File: src/design/sesl_pkg.sv
// Package for the event status latch block: offsets, field positions, reset values.
// Assumes a byte-wide register read port driven by a serial interface front end.
package sesl_pkg;

    // Register offsets
    localparam logic [7:0] ADDR_IDENTITY   = 8'h13;
    localparam logic [7:0] ADDR_TILT_CUR   = 8'h14;
    localparam logic [7:0] ADDR_TILT_PREV  = 8'h15;
    localparam logic [7:0] ADDR_TAP_SRC    = 8'h16;
    localparam logic [7:0] ADDR_FUNC_SRC   = 8'h17;
    localparam logic [7:0] ADDR_MOTION_SRC = 8'h18;
    localparam logic [7:0] ADDR_SUMMARY    = 8'h19;
    localparam logic [7:0] ADDR_RELEASE    = 8'h1a;
    localparam logic [7:0] ADDR_OUT_FIRST  = 8'h08;
    localparam logic [7:0] ADDR_OUT_LAST   = 8'h0d;

    // Identity value: arbitrary neutral code
    localparam logic [7:0] IDENTITY_DEFAULT = 8'h5a;

    // Reset values
    localparam logic [5:0] TILT_RESET = 6'h20;

    // Function source bit positions
    localparam int FS_FREEFALL  = 7;
    localparam int FS_BUF_FULL  = 6;
    localparam int FS_WATERMARK = 5;
    localparam int FS_NEW_SAMP  = 4;
    localparam int FS_TAP_HI    = 3;
    localparam int FS_TAP_LO    = 2;
    localparam int FS_TILT_CHG  = 0;

    // Motion source bit positions
    localparam int MS_WAKE  = 7;
    localparam int MS_SLEEP = 6;

    // Summary bit positions
    localparam int SUM_INT  = 4;
    localparam int SUM_WAKE = 0;

    // Tap kind codes
    localparam logic [1:0] TAP_NONE   = 2'h0;
    localparam logic [1:0] TAP_SINGLE = 2'h1;
    localparam logic [1:0] TAP_DOUBLE = 2'h2;

endpackage

File: src/design/sesl_top.sv
// Event status latch: identity, tilt position, interrupt sources, summary, release.
// Assumes event pulses come from detection engines on the same clock;
// the register read port comes from a serial front end on the same clock.
`timescale 1ns/1ps
`default_nettype none

module sesl_top #(
    parameter logic [7:0] IDENTITY = sesl_pkg::IDENTITY_DEFAULT
) (
    // Clock and reset
    input  wire logic       ref_clk_i,
    input  wire logic       rst_n_i,
    // Register read port
    input  wire logic       rd_i,
    input  wire logic       rd_burst_i,
    input  wire logic       spi_mode_i,
    input  wire logic [7:0] rd_addr_i,
    output logic      [7:0] rd_data_o,
    // Tilt engine
    input  wire logic       tilt_tick_i,
    input  wire logic [5:0] tilt_pos_i,
    input  wire logic [5:0] tilt_mask_i,
    input  wire logic       tilt_int_en_i,
    // Tap engine
    input  wire logic       tap_evt_i,
    input  wire logic [5:0] tap_dir_i,
    input  wire logic [1:0] tap_kind_i,
    input  wire logic       tap_int_en_i,
    // Free fall engine
    input  wire logic       freefall_evt_i,
    input  wire logic       freefall_int_en_i,
    // Buffer status
    input  wire logic       buf_full_evt_i,
    input  wire logic       buf_sample_rd_i,
    input  wire logic       buf_above_wm_i,
    input  wire logic       buf_trigger_mode_i,
    input  wire logic       buf_int_en_i,
    input  wire logic       wm_int_en_i,
    // New sample engine
    input  wire logic       new_sample_evt_i,
    input  wire logic       new_sample_int_en_i,
    // Wake and sleep engine
    input  wire logic       wake_evt_i,
    input  wire logic [5:0] wake_dir_i,
    input  wire logic       sleep_evt_i,
    input  wire logic       manual_doze_i,
    input  wire logic       wake_int_en_i,
    input  wire logic       sleep_int_en_i,
    // Interrupt pin and wake state
    output logic            irq_o,
    output logic            wake_state_o
);

    ////////////////////////////////////////////////////////////////////////
    // State

    typedef struct packed {
        logic [5:0] tilt_cur;
        logic [5:0] tilt_prev;
        logic [5:0] tilt_pend_cur;
        logic [5:0] tilt_pend_prev;
        logic       tilt_pend;
        logic       tilt_chg;
        logic [5:0] tap_dir;
        logic [1:0] tap_kind;
        logic       freefall;
        logic       buf_full;
        logic       new_sample;
        logic       wake_flag;
        logic       sleep_flag;
        logic [5:0] motion_dir;
        logic       wake_state;
        logic       irq;
        logic [7:0] rd_data;
    } sesl_state_t;

    sesl_state_t s_q;
    sesl_state_t s_d;

    logic release_rd;
    logic out_data_rd;
    logic rd_busy;

    ////////////////////////////////////////////////////////////////////////
    // Read classification

    sesl_read_track u_track (
        .ref_clk_i     (ref_clk_i),
        .rst_n_i       (rst_n_i),
        .rd_i          (rd_i),
        .burst_i       (rd_burst_i),
        .spi_mode_i    (spi_mode_i),
        .addr_i        (rd_addr_i),
        .release_o     (release_rd),
        .out_data_rd_o (out_data_rd),
        .busy_o        (rd_busy)
    );

    ////////////////////////////////////////////////////////////////////////
    // Helpers

    // Latch a flag: set wins over clear
    function automatic logic latch_flag(input logic cur, input logic set,
                                        input logic clr);
        latch_flag = set | (cur & ~clr);
    endfunction

    // Watermark flag, live from buffer level, never in trigger mode
    logic wm_flag;
    assign wm_flag = buf_above_wm_i & ~buf_trigger_mode_i;

    // Masked tilt change and summary
    logic tilt_masked;
    logic any_int;

    ////////////////////////////////////////////////////////////////////////
    // Next state

    always_comb begin
        s_d = s_q;
        tilt_masked = 1'b0;
        any_int = 1'b0;

        // Tilt sample pending while a read is busy
        if (tilt_tick_i) begin
            s_d.tilt_pend      = 1'b1;
            s_d.tilt_pend_cur  = tilt_pos_i;
            s_d.tilt_pend_prev = s_q.tilt_pend ? s_q.tilt_pend_cur : s_q.tilt_cur;
        end
        if ((tilt_tick_i || s_q.tilt_pend) && !rd_busy) begin
            s_d.tilt_pend = 1'b0;
            if (tilt_tick_i) begin
                s_d.tilt_prev = s_q.tilt_pend ? s_q.tilt_pend_cur : s_q.tilt_cur;
                s_d.tilt_cur  = tilt_pos_i;
            end else begin
                s_d.tilt_prev = s_q.tilt_pend_prev;
                s_d.tilt_cur  = s_q.tilt_pend_cur;
            end
            s_d.tilt_chg = (s_d.tilt_cur != s_d.tilt_prev);
        end

        // Tap direction and kind
        s_d.tap_dir  = tap_evt_i ? (tap_dir_i | (release_rd ? 6'h00 : s_q.tap_dir))
                                 : (release_rd ? 6'h00 : s_q.tap_dir);
        s_d.tap_kind = tap_evt_i ? tap_kind_i
                                 : (release_rd ? sesl_pkg::TAP_NONE : s_q.tap_kind);

        // Function flags
        s_d.freefall   = latch_flag(s_q.freefall, freefall_evt_i, release_rd);
        s_d.buf_full   = latch_flag(s_q.buf_full, buf_full_evt_i, buf_sample_rd_i);
        s_d.new_sample = latch_flag(s_q.new_sample, new_sample_evt_i,
                                    release_rd | out_data_rd);

        // Motion flags
        s_d.wake_flag  = latch_flag(s_q.wake_flag, wake_evt_i, release_rd);
        s_d.sleep_flag = latch_flag(s_q.sleep_flag, sleep_evt_i, release_rd);
        s_d.motion_dir = wake_evt_i ? (wake_dir_i | (release_rd ? 6'h00 : s_q.motion_dir))
                                    : (release_rd ? 6'h00 : s_q.motion_dir);

        // Wake state, manual doze forces sleep unless a wake event comes in the same cycle
        if (wake_evt_i) begin
            s_d.wake_state = 1'b1;
        end else if (sleep_evt_i || manual_doze_i) begin
            s_d.wake_state = 1'b0;
        end

        // Tilt interrupt only through mask
        tilt_masked = s_q.tilt_chg && |(s_q.tilt_cur & tilt_mask_i) && tilt_int_en_i;

        // Combined interrupt
        any_int = tilt_masked
                | (tap_int_en_i && (|s_q.tap_dir || s_q.tap_kind != sesl_pkg::TAP_NONE))
                | (freefall_int_en_i && s_q.freefall)
                | (buf_int_en_i && s_q.buf_full)
                | (wm_int_en_i && wm_flag)
                | (new_sample_int_en_i && s_q.new_sample)
                | (wake_int_en_i && s_q.wake_flag)
                | (sleep_int_en_i && s_q.sleep_flag);
        s_d.irq = any_int & ~release_rd;

        // Read data mux
        unique case (rd_addr_i)
            sesl_pkg::ADDR_IDENTITY:   s_d.rd_data = IDENTITY;
            sesl_pkg::ADDR_TILT_CUR:   s_d.rd_data = {2'h0, s_q.tilt_cur};
            sesl_pkg::ADDR_TILT_PREV:  s_d.rd_data = {2'h0, s_q.tilt_prev};
            sesl_pkg::ADDR_TAP_SRC:    s_d.rd_data = {2'h0, s_q.tap_dir};
            sesl_pkg::ADDR_FUNC_SRC:   s_d.rd_data = {s_q.freefall, s_q.buf_full, wm_flag,
                                                      s_q.new_sample, s_q.tap_kind,
                                                      1'b0, s_q.tilt_chg};
            sesl_pkg::ADDR_MOTION_SRC: s_d.rd_data = {s_q.wake_flag, s_q.sleep_flag,
                                                      s_q.motion_dir};
            sesl_pkg::ADDR_SUMMARY:    s_d.rd_data = {3'h0, s_q.irq, 3'h0, s_q.wake_state};
            sesl_pkg::ADDR_RELEASE:    s_d.rd_data = 8'h00;
            default:                   s_d.rd_data = 8'h00;
        endcase
        if (!rd_i) begin
            s_d.rd_data = s_q.rd_data;
        end
    end

    ////////////////////////////////////////////////////////////////////////
    // State register

    always_ff @(posedge ref_clk_i or negedge rst_n_i) begin
        if (!rst_n_i) begin
            s_q            <= '0;
            s_q.tilt_cur   <= sesl_pkg::TILT_RESET;
            s_q.tilt_prev  <= sesl_pkg::TILT_RESET;
            s_q.wake_state <= 1'b1;
        end else begin
            s_q <= s_d;
        end
    end

    ////////////////////////////////////////////////////////////////////////
    // Outputs

    assign rd_data_o    = s_q.rd_data;
    assign irq_o        = s_q.irq;
    assign wake_state_o = s_q.wake_state;

endmodule

`default_nettype wire

File: src/design/sesl_read_track.sv
// Read tracker: classifies each register read for the latch logic.
// Assumes rd_i is a one-cycle pulse per byte, burst_i high on continuation bytes.
`timescale 1ns/1ps
`default_nettype none

module sesl_read_track (
    // Clock and reset
    input  wire logic       ref_clk_i,
    input  wire logic       rst_n_i,
    // Read strobe
    input  wire logic       rd_i,
    input  wire logic       burst_i,
    input  wire logic       spi_mode_i,
    input  wire logic [7:0] addr_i,
    // Classified events
    output logic            release_o,
    output logic            out_data_rd_o,
    output logic            busy_o
);

    typedef struct packed {
        logic busy;
    } sesl_trk_t;

    sesl_trk_t s_q;
    sesl_trk_t s_d;

    // Release at the release address unless an SPI burst continuation
    always_comb begin
        s_d = s_q;
        if (rd_i) begin
            s_d.busy = 1'b1;
        end else begin
            s_d.busy = 1'b0;
        end
        release_o     = rd_i && (addr_i == sesl_pkg::ADDR_RELEASE)
                        && !(burst_i && spi_mode_i);
        out_data_rd_o = rd_i && (addr_i >= sesl_pkg::ADDR_OUT_FIRST)
                        && (addr_i <= sesl_pkg::ADDR_OUT_LAST);
        busy_o        = rd_i || s_q.busy;
    end

    // State register
    always_ff @(posedge ref_clk_i or negedge rst_n_i) begin
        if (!rst_n_i) begin
            s_q <= '0;
        end else begin
            s_q <= s_d;
        end
    end

endmodule

`default_nettype wire

File: config.mk
export PLATFORM = sky130hd
export DESIGN_NAME = sesl_top
export DESIGN_NICKNAME = d
export VERILOG_FILES = /design/src/design/sesl_pkg.sv /design/src/design/sesl_top.sv /design/src/design/sesl_read_track.sv
export SDC_FILE = /design/constraint.sdc
export NUM_CORES = 1
export LEC_CHECK = 0
export BUFFER_PORTS_ARGS = -buffer_cell sky130_fd_sc_hd__buf_2
export CORE_UTILIZATION = 44
export DETAILED_ROUTE_END_ITERATION = 12
export GPL_TIMING_DRIVEN = 0
export PLACE_DENSITY = 0.7
export SYNTH_ARGS = -nofsm -noshare
export SYNTH_HDL_FRONTEND = slang
export SYNTH_SLANG_ARGS = --single-unit
File: constraint.sdc
create_clock -name ref_clk_i -period 1.55 [get_ports ref_clk_i]
set_input_delay 0.155 -clock ref_clk_i [delete_from_list [all_inputs] [get_ports ref_clk_i]]
set_output_delay 0.155 -clock ref_clk_i [all_outputs]
set_load 0.01 [all_outputs]
==> summary.md, run 1 <==
| Metric | Value |
|---|---|
| Data required, critical path | between 1.5 and 2 ns |
| Syn Inst Count | 255 |
| Avg WL per Cell | around 16 um |
| Gpl congestion | between 0.8 and 0.9 |
| Worst-Margin Slew | 0.630 ns |
| Final setup fails | 0 |
| Highest-count cells in the layout ignoring fill and taps | buf_2, dfrtp_1, mux2_2 |
| Rel. slew slack | 0.580 |
| Reg2reg end | s_q[29]$_DFFE_PN0P_ |
| Fin worst setup slack | 0.0213 ns |
| Fmax | between 600 and 700 MHz |
| Vias/cell | between 5 and 6 |
| Buffers on Ports | 63 |
| Layout cells sized above 1 | 0.371 |
| Worst Hold Class | input port to flip-flop |
| Setup slack, reg-to-reg | approximately 0.021 ns |
| Register area share after synthesis | 0.489 |
| Fin. Hold Viols | 0 |
| Row Count | 29 |
| Crit path kind | flip-flop to flip-flop |
| Final std cells w/o fill | ~410 |
| Vias in the first global route | 2,093 |
| Max-cap violations | 0 |
| Pleak | approximately 1.5 nW |
| Crit start category | flip-flop |
| Total power | between 3 and 4 mW |
| Mapped Avg Cell Area | ~11 um2 |
| Status | finished, final reports clean |
| Dpl cells | 395 |
| Filler instances | between 500 and 600 |
| Initial core utilization | 0.455 |
| GRT Residual Overflow | 0 |
| Final Skew | between 0.008 and 0.009 ns |
| Vias | approximately 2,300 |
| Worst-case reg-to-reg path depth | 5 |
| Critical path peak fanout | 10 |
| Critical path endpoint category | flip-flop |
| Async set or reset register ratio after synthesis | 1.00 |
| Die Area | ~0.0069 mm2 |
| Clock transition at path regs | around 0.10 ns |
| DR iter-0 viols | approximately 120 |
| Chip height | slightly above 80 um |
| H-tree Lvls | 2 |
| Synth cell types | 48 |
| Final clock period utilization by the worst path | 0.986 |
| Synth Net Count | 313 |
| Dpl hpwl | ~5.0 mm |
| # DRC | 0 |
| Post-synth EDFFs | 0 |
| Clock Sink Count | 56 |
| Commonest non-fill, non-tap cell in the layout | buf_2 |
| Area grow syn2layout | 21.2% |
| CTS tree | built |
| Ys flop type | dfrtp_1 |
| Nets | around 390 |
| Ant. Diodes | 0 |
| Core area | around 0.0063 mm2 |
| Routed wire length | between 6 and 7 mm |
| Syn Std Cell Area | 0.00287 mm2 |
| Setup WS pre-CTS | -0.129 ns |
| PD cells | ~930 mW/mm2 |
| Initial antenna violation count | 0 |
| Minimum clock period | between 1.5 and 2 ns |
| Crit path to | s_q[29]$_DFFE_PN0P_ |
| Die width | 82.8 um |
| Seq cells post-synth | 56 |
| Area after DPL | ~0.0033 mm2 |
| Pre-antenna DRT Iters | 4 |
| CTS buffer count | 5 |
| First-pass GRT wire length | slightly above 10 mm |
| Top Ports | 68 |
| Clock Tree Buf Depth | 2 |
| Peak VDD IR | roughly 0.54 mV |
| YS warnings | 0 |
| Largest net degree at the start of global routing | between 50 and 60 |
| Worst reg2reg startpoint | s_q[30]$_DFFE_PN0P_ |
| Root buffer cell | clkbuf_8 |
| WP data arrival | approximately 1.7 ns |
| Antenna-violating nets left | 0 |
| Worst skew pair latency | about 0.30 ns |
| Final Max Tran Viols | 0 |
| Final Cell Area | around 0.0035 mm2 |
| Crit path launch | s_q[30]$_DFFE_PN0P_ |
| Gr usage total | 0.202 |
what timing repair did:
action / in CTS / in global routing
resized for setup: 2 / 10
pin swaps: 1 / 0
setup endpoints to repair: 7 / 1
endpoints found under the hold margin: 0 / 26
buffers inserted: 1 / 0
hold buffers: 0 / 1
report_power, final:
part,internal (mW),switching [mW],total (mW)
Clock,0.366,0.452,0.818
Sequential,1.61,0.132,1.75
Combinational,0.356,0.318,0.674
Total,2.34,0.902,3.24
flip-flops by register name, indices dropped and copies added, names as in the netlist:
name and cells:
irq_o 1, rd_data_o 8, s_q 45, u_track.s_q 1
wake_state_o 1
worst min-delay path by stage:
stage	startpoint	endpoint	cells after the start
CTS	buf_sample_rd_i	s_q[19]$_DFF_PN0_	2
finish	buf_sample_rd_i	s_q[19]$_DFF_PN0_	2
detailed placement	buf_sample_rd_i	s_q[19]$_DFF_PN0_	2
global placement	buf_sample_rd_i	s_q[19]$_DFF_PN0_	2
floorplan	rst_n_i	irq_o$_DFF_PN0_	0
global route	buf_sample_rd_i	s_q[19]$_DFF_PN0_	2
cell usage after synthesis, drive strengths merged, types with 2 or more instances:
| master | instances | share of area |
|---|---|---|
| and3 | 2 | 0.0044 |
| dfstp | 3 | 0.027 |
| a22o | 14 | 0.043 |
| a21oi | 14 | 0.024 |
| buf | 18 | 0.042 |
| mux2 | 17 | 0.067 |
| clkbuf | 4 | 0.0052 |
| nor2 | 14 | 0.018 |
| nor3 | 4 | 0.0070 |
| a22oi | 6 | 0.016 |
| a2111oi | 3 | 0.016 |
| nand2 | 10 | 0.013 |
| nand3 | 5 | 0.013 |
| a211oi | 2 | 0.0052 |
| nand2b | 5 | 0.014 |
| nor2b | 3 | 0.0065 |
| a21o | 4 | 0.010 |
| nand3b | 2 | 0.0052 |
| a222oi | 2 | 0.0070 |
| xnor2 | 11 | 0.034 |
| nor4 | 3 | 0.012 |
| inv | 14 | 0.018 |
| mux4 | 3 | 0.024 |
| dfrtp | 53 | 0.46 |
| mux2i | 10 | 0.035 |
| o21ai | 5 | 0.0087 |
| o22ai | 10 | 0.022 |
routing by layer:
| layer | part of all wire | routed length (um) | GRT usage | up-vias |
|---|---|---|---|---|
| met4 | 0.015 | 101 | 0.0638 | 0 |
| met1 | 0.47 | 3160 | 0.292 | 1132 |
| met5 | 0 | 0 | 0 | - |
| met3 | 0.041 | 274 | 0.0328 | 8 |
| met2 | 0.47 | 3150 | 0.309 | 54 |
| li1 | - | - | - | 1080 |
logic make-up (layout without fill, tap and decap cells):
logic type,after synthesis,after routing,share of synthesized area
flops,56,56,0.489
buf+inv,36,110,0.0658
compound gates,71,71,0.184
mux,30,30,0.125
simple gates,51,51,0.102
xor+xnor,11,11,0.0336
metrics by stage:
step / hold slack [ns] / setup TNS, ns / utilization
2_1_floorplan: -0.141 / 0 / -
6_report: 0.0104 / 0 / 0.551
5_1_grt: 0.00670 / -0.0775 / 0.551
3_5_place_dp: 0.343 / -0.986 / 0.521
3_3_place_gp: 0.325 / -0.781 / 0.521
4_1_cts: 0.00717 / 0 / 0.538
area by class of cell:
cell class                 count  area (um2)  share of cell area
timing repair buffer          66         353               0.101
tap                           77        96.3              0.0277
buffer                        22         148              0.0424
clock buffer                   8        90.1              0.0259
inverter                      14        52.6              0.0151
multi-input combinational    163        1340               0.384
sequential                    56        1410               0.404
critical path: stages (launching register included):
cell     delay [ns]
dfrtp_1        0.39
buf_8          0.16
mux2i_4        0.19
xnor2_1        0.16
o41ai_2        0.35
a41oi_1        0.15
Note: power is estimated with default switching activity, not from simulation.
==> run 2: changes to the inputs <==
--- a/config.mk
+++ b/config.mk
@@ -12,4 +12,5 @@
 export PLACE_DENSITY = 0.7
 export SYNTH_ARGS = -nofsm -noshare
 export SYNTH_HDL_FRONTEND = slang
+export SYNTH_HIERARCHICAL = 1
 export SYNTH_SLANG_ARGS = --single-unit
==> run 2 against run 1 <==
Against the previous run: area after synthesis barely moved; sequential cell count did not move; via count fell by 1.4%; die area barely moved; hold slack improved by 0.0092 ns; largest cell class unchanged.
==> summary.md, run 2 <==
| Metric | Value |
|---|---|
| Status | finished, final reports clean |
| Root buffer cell | clkbuf_8 |
| CP bufs+invs | 3 |
| Critical path endpoint category | flip-flop |
| Reg2reg end | s_q[47]$_DFFE_PN0P_ |
| Largest net degree at the start of global routing | between 50 and 60 |
| Worst-Margin Slew | between 1 and 1.5 ns |
| Sw Share | 0.269 |
| Met1 Track Usage GR | 0.299 |
| Unrepaired setup endpoints after global routing | yes |
| Synth cell types | 50 |
| Die width | slightly above 80 um |
| Fmax | between 600 and 700 MHz |
| Rel. slew slack | 0.186 |
| GRT Residual Overflow | 0 |
| Pleak | 1.52 nW |
| Mux share of post-synthesis cell area | 0.114 |
| Share of total power in the clock network | 0.282 |
| Register area share after synthesis | 0.490 |
| Adder-Cell Fraction of Synth Area | 0 |
| Final Cell Area | roughly 0.0035 mm2 |
| Vias | around 2,200 |
| Initial core utilization | 0.454 |
| Fin worst setup slack | roughly 0.016 ns |
| Max-cap violations | 0 |
| Max FFs per register | 45 |
| M3 GR Usage | 0.0462 |
| Vias in the first global route | between 2,000 and 2,500 |
| Most flop-heavy register | s_q |
| DR iter-0 viols | 174 |
| PD cells | between 900 and 1000 mW/mm2 |
| Post-synth top area cell | dfrtp_1 |
| Pre-antenna DRT Iters | 5 |
| Avg WL per Cell | around 16 um |
| Setup WS pre-CTS | -0.458 ns |
| Top Usage Layer GRT | met2 |
| Post-synth EDFFs | 0 |
| Synth top area share | 0.462 |
| Highest-count cells in the layout ignoring fill and taps | buf_2, dfrtp_1, mux2_2 |
| Nets | just under 400 |
| Gpl congestion | 0.820 |
| Total power | about 3.3 mW |
| Fin. Hold Viols | 0 |
| Die Area | 0.00685 mm2 |
| Clock transition at path regs | 0.09 ns |
| Commonest non-fill, non-tap cell in the layout | buf_2 |
| Final setup fails | 0 |
| Mapped Avg Cell Area | 11.3 um2 |
| Slowest stage delay, CP | 0.53 ns |
| Largest family of logic cells by synthesized area | compound AO/OA/AOI/OAI gates |
| Reg power frac | 0.527 |
| Antenna-violating nets left | 0 |
| Top delay family on crit path | compound AO/OA/AOI/OAI gates |
| YS warnings | 6 |
| # DRC | 0 |
| Async set or reset register ratio after synthesis | 1.00 |
| Switching power | ~0.9 mW |
| Total stage count of the critical path | 6 |
| Row Count | 29 |
| H-tree Lvls | 2 |
| Syn Std Cell Area | ~0.0029 mm2 |
| Crit-path slowest cell | or4bb_4 |
| Minimum clock period | roughly 1.5 ns |
| Combinational share of power | 0.192 |
| Top Ports | roughly 70 |
| Area after DPL | about 0.0033 mm2 |
| Area contributors post-synth | dfrtp_1, mux2_2, a22o_1 |
| Ant. Diodes | 0 |
| CTS tree | built |
| Ys flop type | dfrtp_1 |
| Synth cell count leaders | dfrtp_1, mux2_2, inv_1, nor2_1, a21oi_1 |
| Core area | between 0.006 and 0.007 mm2 |
| Worst Hold Class | input port to flip-flop |
| Setup slack, reg-to-reg | roughly 0.040 ns |
| Crit path kind | input port to flip-flop |
| Post-Synth XOR/XNOR Area | 0.0366 |
| Syn Inst Count | between 200 and 300 |
| Crit start category | input port |
| Buffers on Ports | 64 |
| Routed wire length | approximately 6.6 mm |
| Final clock period utilization by the worst path | 0.990 |
| Met2 Use GR | 0.316 |
| First-pass GRT wire length | approximately 11 mm |
| WP data arrival | between 1.5 and 2 ns |
| Worst-case reg-to-reg path depth | 4 |
| Internal power | around 2.4 mW |
| Final Max Tran Viols | 0 |
| Data required, critical path | 1.75 ns |
| Peak VDD IR | about 0.57 mV |
| Worst Hold Slack | a little under 0.02 ns |
| Post-synthesis simple-gate area fraction | 0.0959 |
| Clock Sink Count | 56 |
| Crit path launch | rd_addr_i[2] |
| Vias/cell | roughly 5.5 |
| Synth Net Count | between 300 and 400 |
| Worst reg2reg startpoint | s_q[30]$_DFFE_PN0P_ |
| Critical path peak fanout | 5 |
| Compound-cell area share of the yosys netlist | 0.187 |
| Count leader, synth | dfrtp_1 |
| Worst skew pair latency | 0.31 ns |
| Setup TNS | 0 ns |
| Chip height | 82.8 um |
| Layout cells sized above 1 | 0.405 |
| Final Skew | slightly below 0.003 ns |
| CTS buffer count | 5 |
| Filler instances | between 500 and 600 |
| Gr usage total | 0.208 |
| Area grow syn2layout | 21.7% |
| Initial antenna violation count | 0 |
| Clock Tree Buf Depth | 2 |
| Crit path to | s_q[23]$_DFF_PN0_ |
| Critical path, cell by cell | buf_2 > or4bb_4 > a2111oi_4 > inv_2 > buf_4 > a22o_1 |
| Dpl hpwl | 4.93 mm |
| Seq cells post-synth | 56 |
==> run 2: cell types whose count changed after synthesis, moves of 3 or more <==
cell and change:
xor2_1 +3, mux2_2 +3, nor3_1 -3, a22o_1 -3
nand2b_1 -3, a32oi_1 +7
==> run 2: through the flow <==
stage | cells | utilization
CTS | 410 | 0.550
detailed placement | 396 | 0.524
finish | 410 | 0.553
floorplan | 255 | -
global route | 410 | 0.553
global placement | 396 | 0.524
==> run 2: power groups by stage <==
stage	Clock, mW	Sequential (mW)	Combinational, mW
2_1_floorplan	0	1.72	0.427
3_3_place_gp	0	1.77	0.611
3_5_place_dp	0	1.77	0.622
4_1_cts	0.958	1.74	0.628
5_1_grt	1.02	1.77	0.707
6_report	0.937	1.75	0.638
==> run 2: final cells by class <==
| cell class | instances | area, um2 | area share |
|---|---|---|---|
| inverters | 16 | 60.1 | 0.0172 |
| plain buffers | 23 | 174 | 0.0498 |
| repair buffers | 70 | 368 | 0.105 |
| multi-input cells | 160 | 1280 | 0.367 |
| clock buffers | 6 | 72.6 | 0.0208 |
| clock inverters | 2 | 35.0 | 0.0100 |
| well taps | 77 | 96.3 | 0.0276 |
| flip-flops and latches | 56 | 1410 | 0.403 |
==> run 2: logic make-up (layout without fill, tap and decap cells) <==
group | count (synthesis) | in the layout
buffers and inverters | 39 | 117
and+or+nand+nor | 47 | 47
AOI/OAI and AO/OA | 72 | 72
muxes | 29 | 29
DFF | 56 | 56
xor gates and xnor gates | 12 | 12
==> run 2: repair_timing <==
item                                   CTS  global route
endpoints found under the hold margin    1             0
setup endpoints to repair               17             9
hold buffers                             1             0
pin swaps                                1             2
setup buffers                            5             0
gates resized for setup                  2             5
==> run 2: worst min path at each step <==
stage | from | end | slack, ns | depth (start not counted)
finish | freefall_evt_i | s_q[20]$_DFF_PN0_ | 0.02 | 2
global route | freefall_evt_i | s_q[20]$_DFF_PN0_ | 0.03 | 2
CTS | freefall_evt_i | s_q[20]$_DFF_PN0_ | 0.01 | 2
detailed placement | rd_i | u_track/s_q$_DFF_PN0_ | 0.31 | 1
global placement | rd_i | u_track/s_q$_DFF_PN0_ | 0.31 | 1
floorplan | rst_n_i | irq_o$_DFF_PN0_ | -0.14 | 0
==> run 2: worst register-to-register path: cells and delay by family (launching register included) <==
kind / cells / cell delay [ns]
flops: 1 / 0.38
compound gates: 1 / 0.27
buf+inv: 2 / 0.41
mux: 1 / 0.35
==> run 2: layer usage <==
metal | part of all wire | routed length [um] | vias to the layer above
li1 | - | - | 1083
met1 | 0.46 | 3070 | 1079
met2 | 0.46 | 3040 | 69
met3 | 0.060 | 396 | 12
met4 | 0.017 | 114 | 0
met5 | 0 | 0 | -
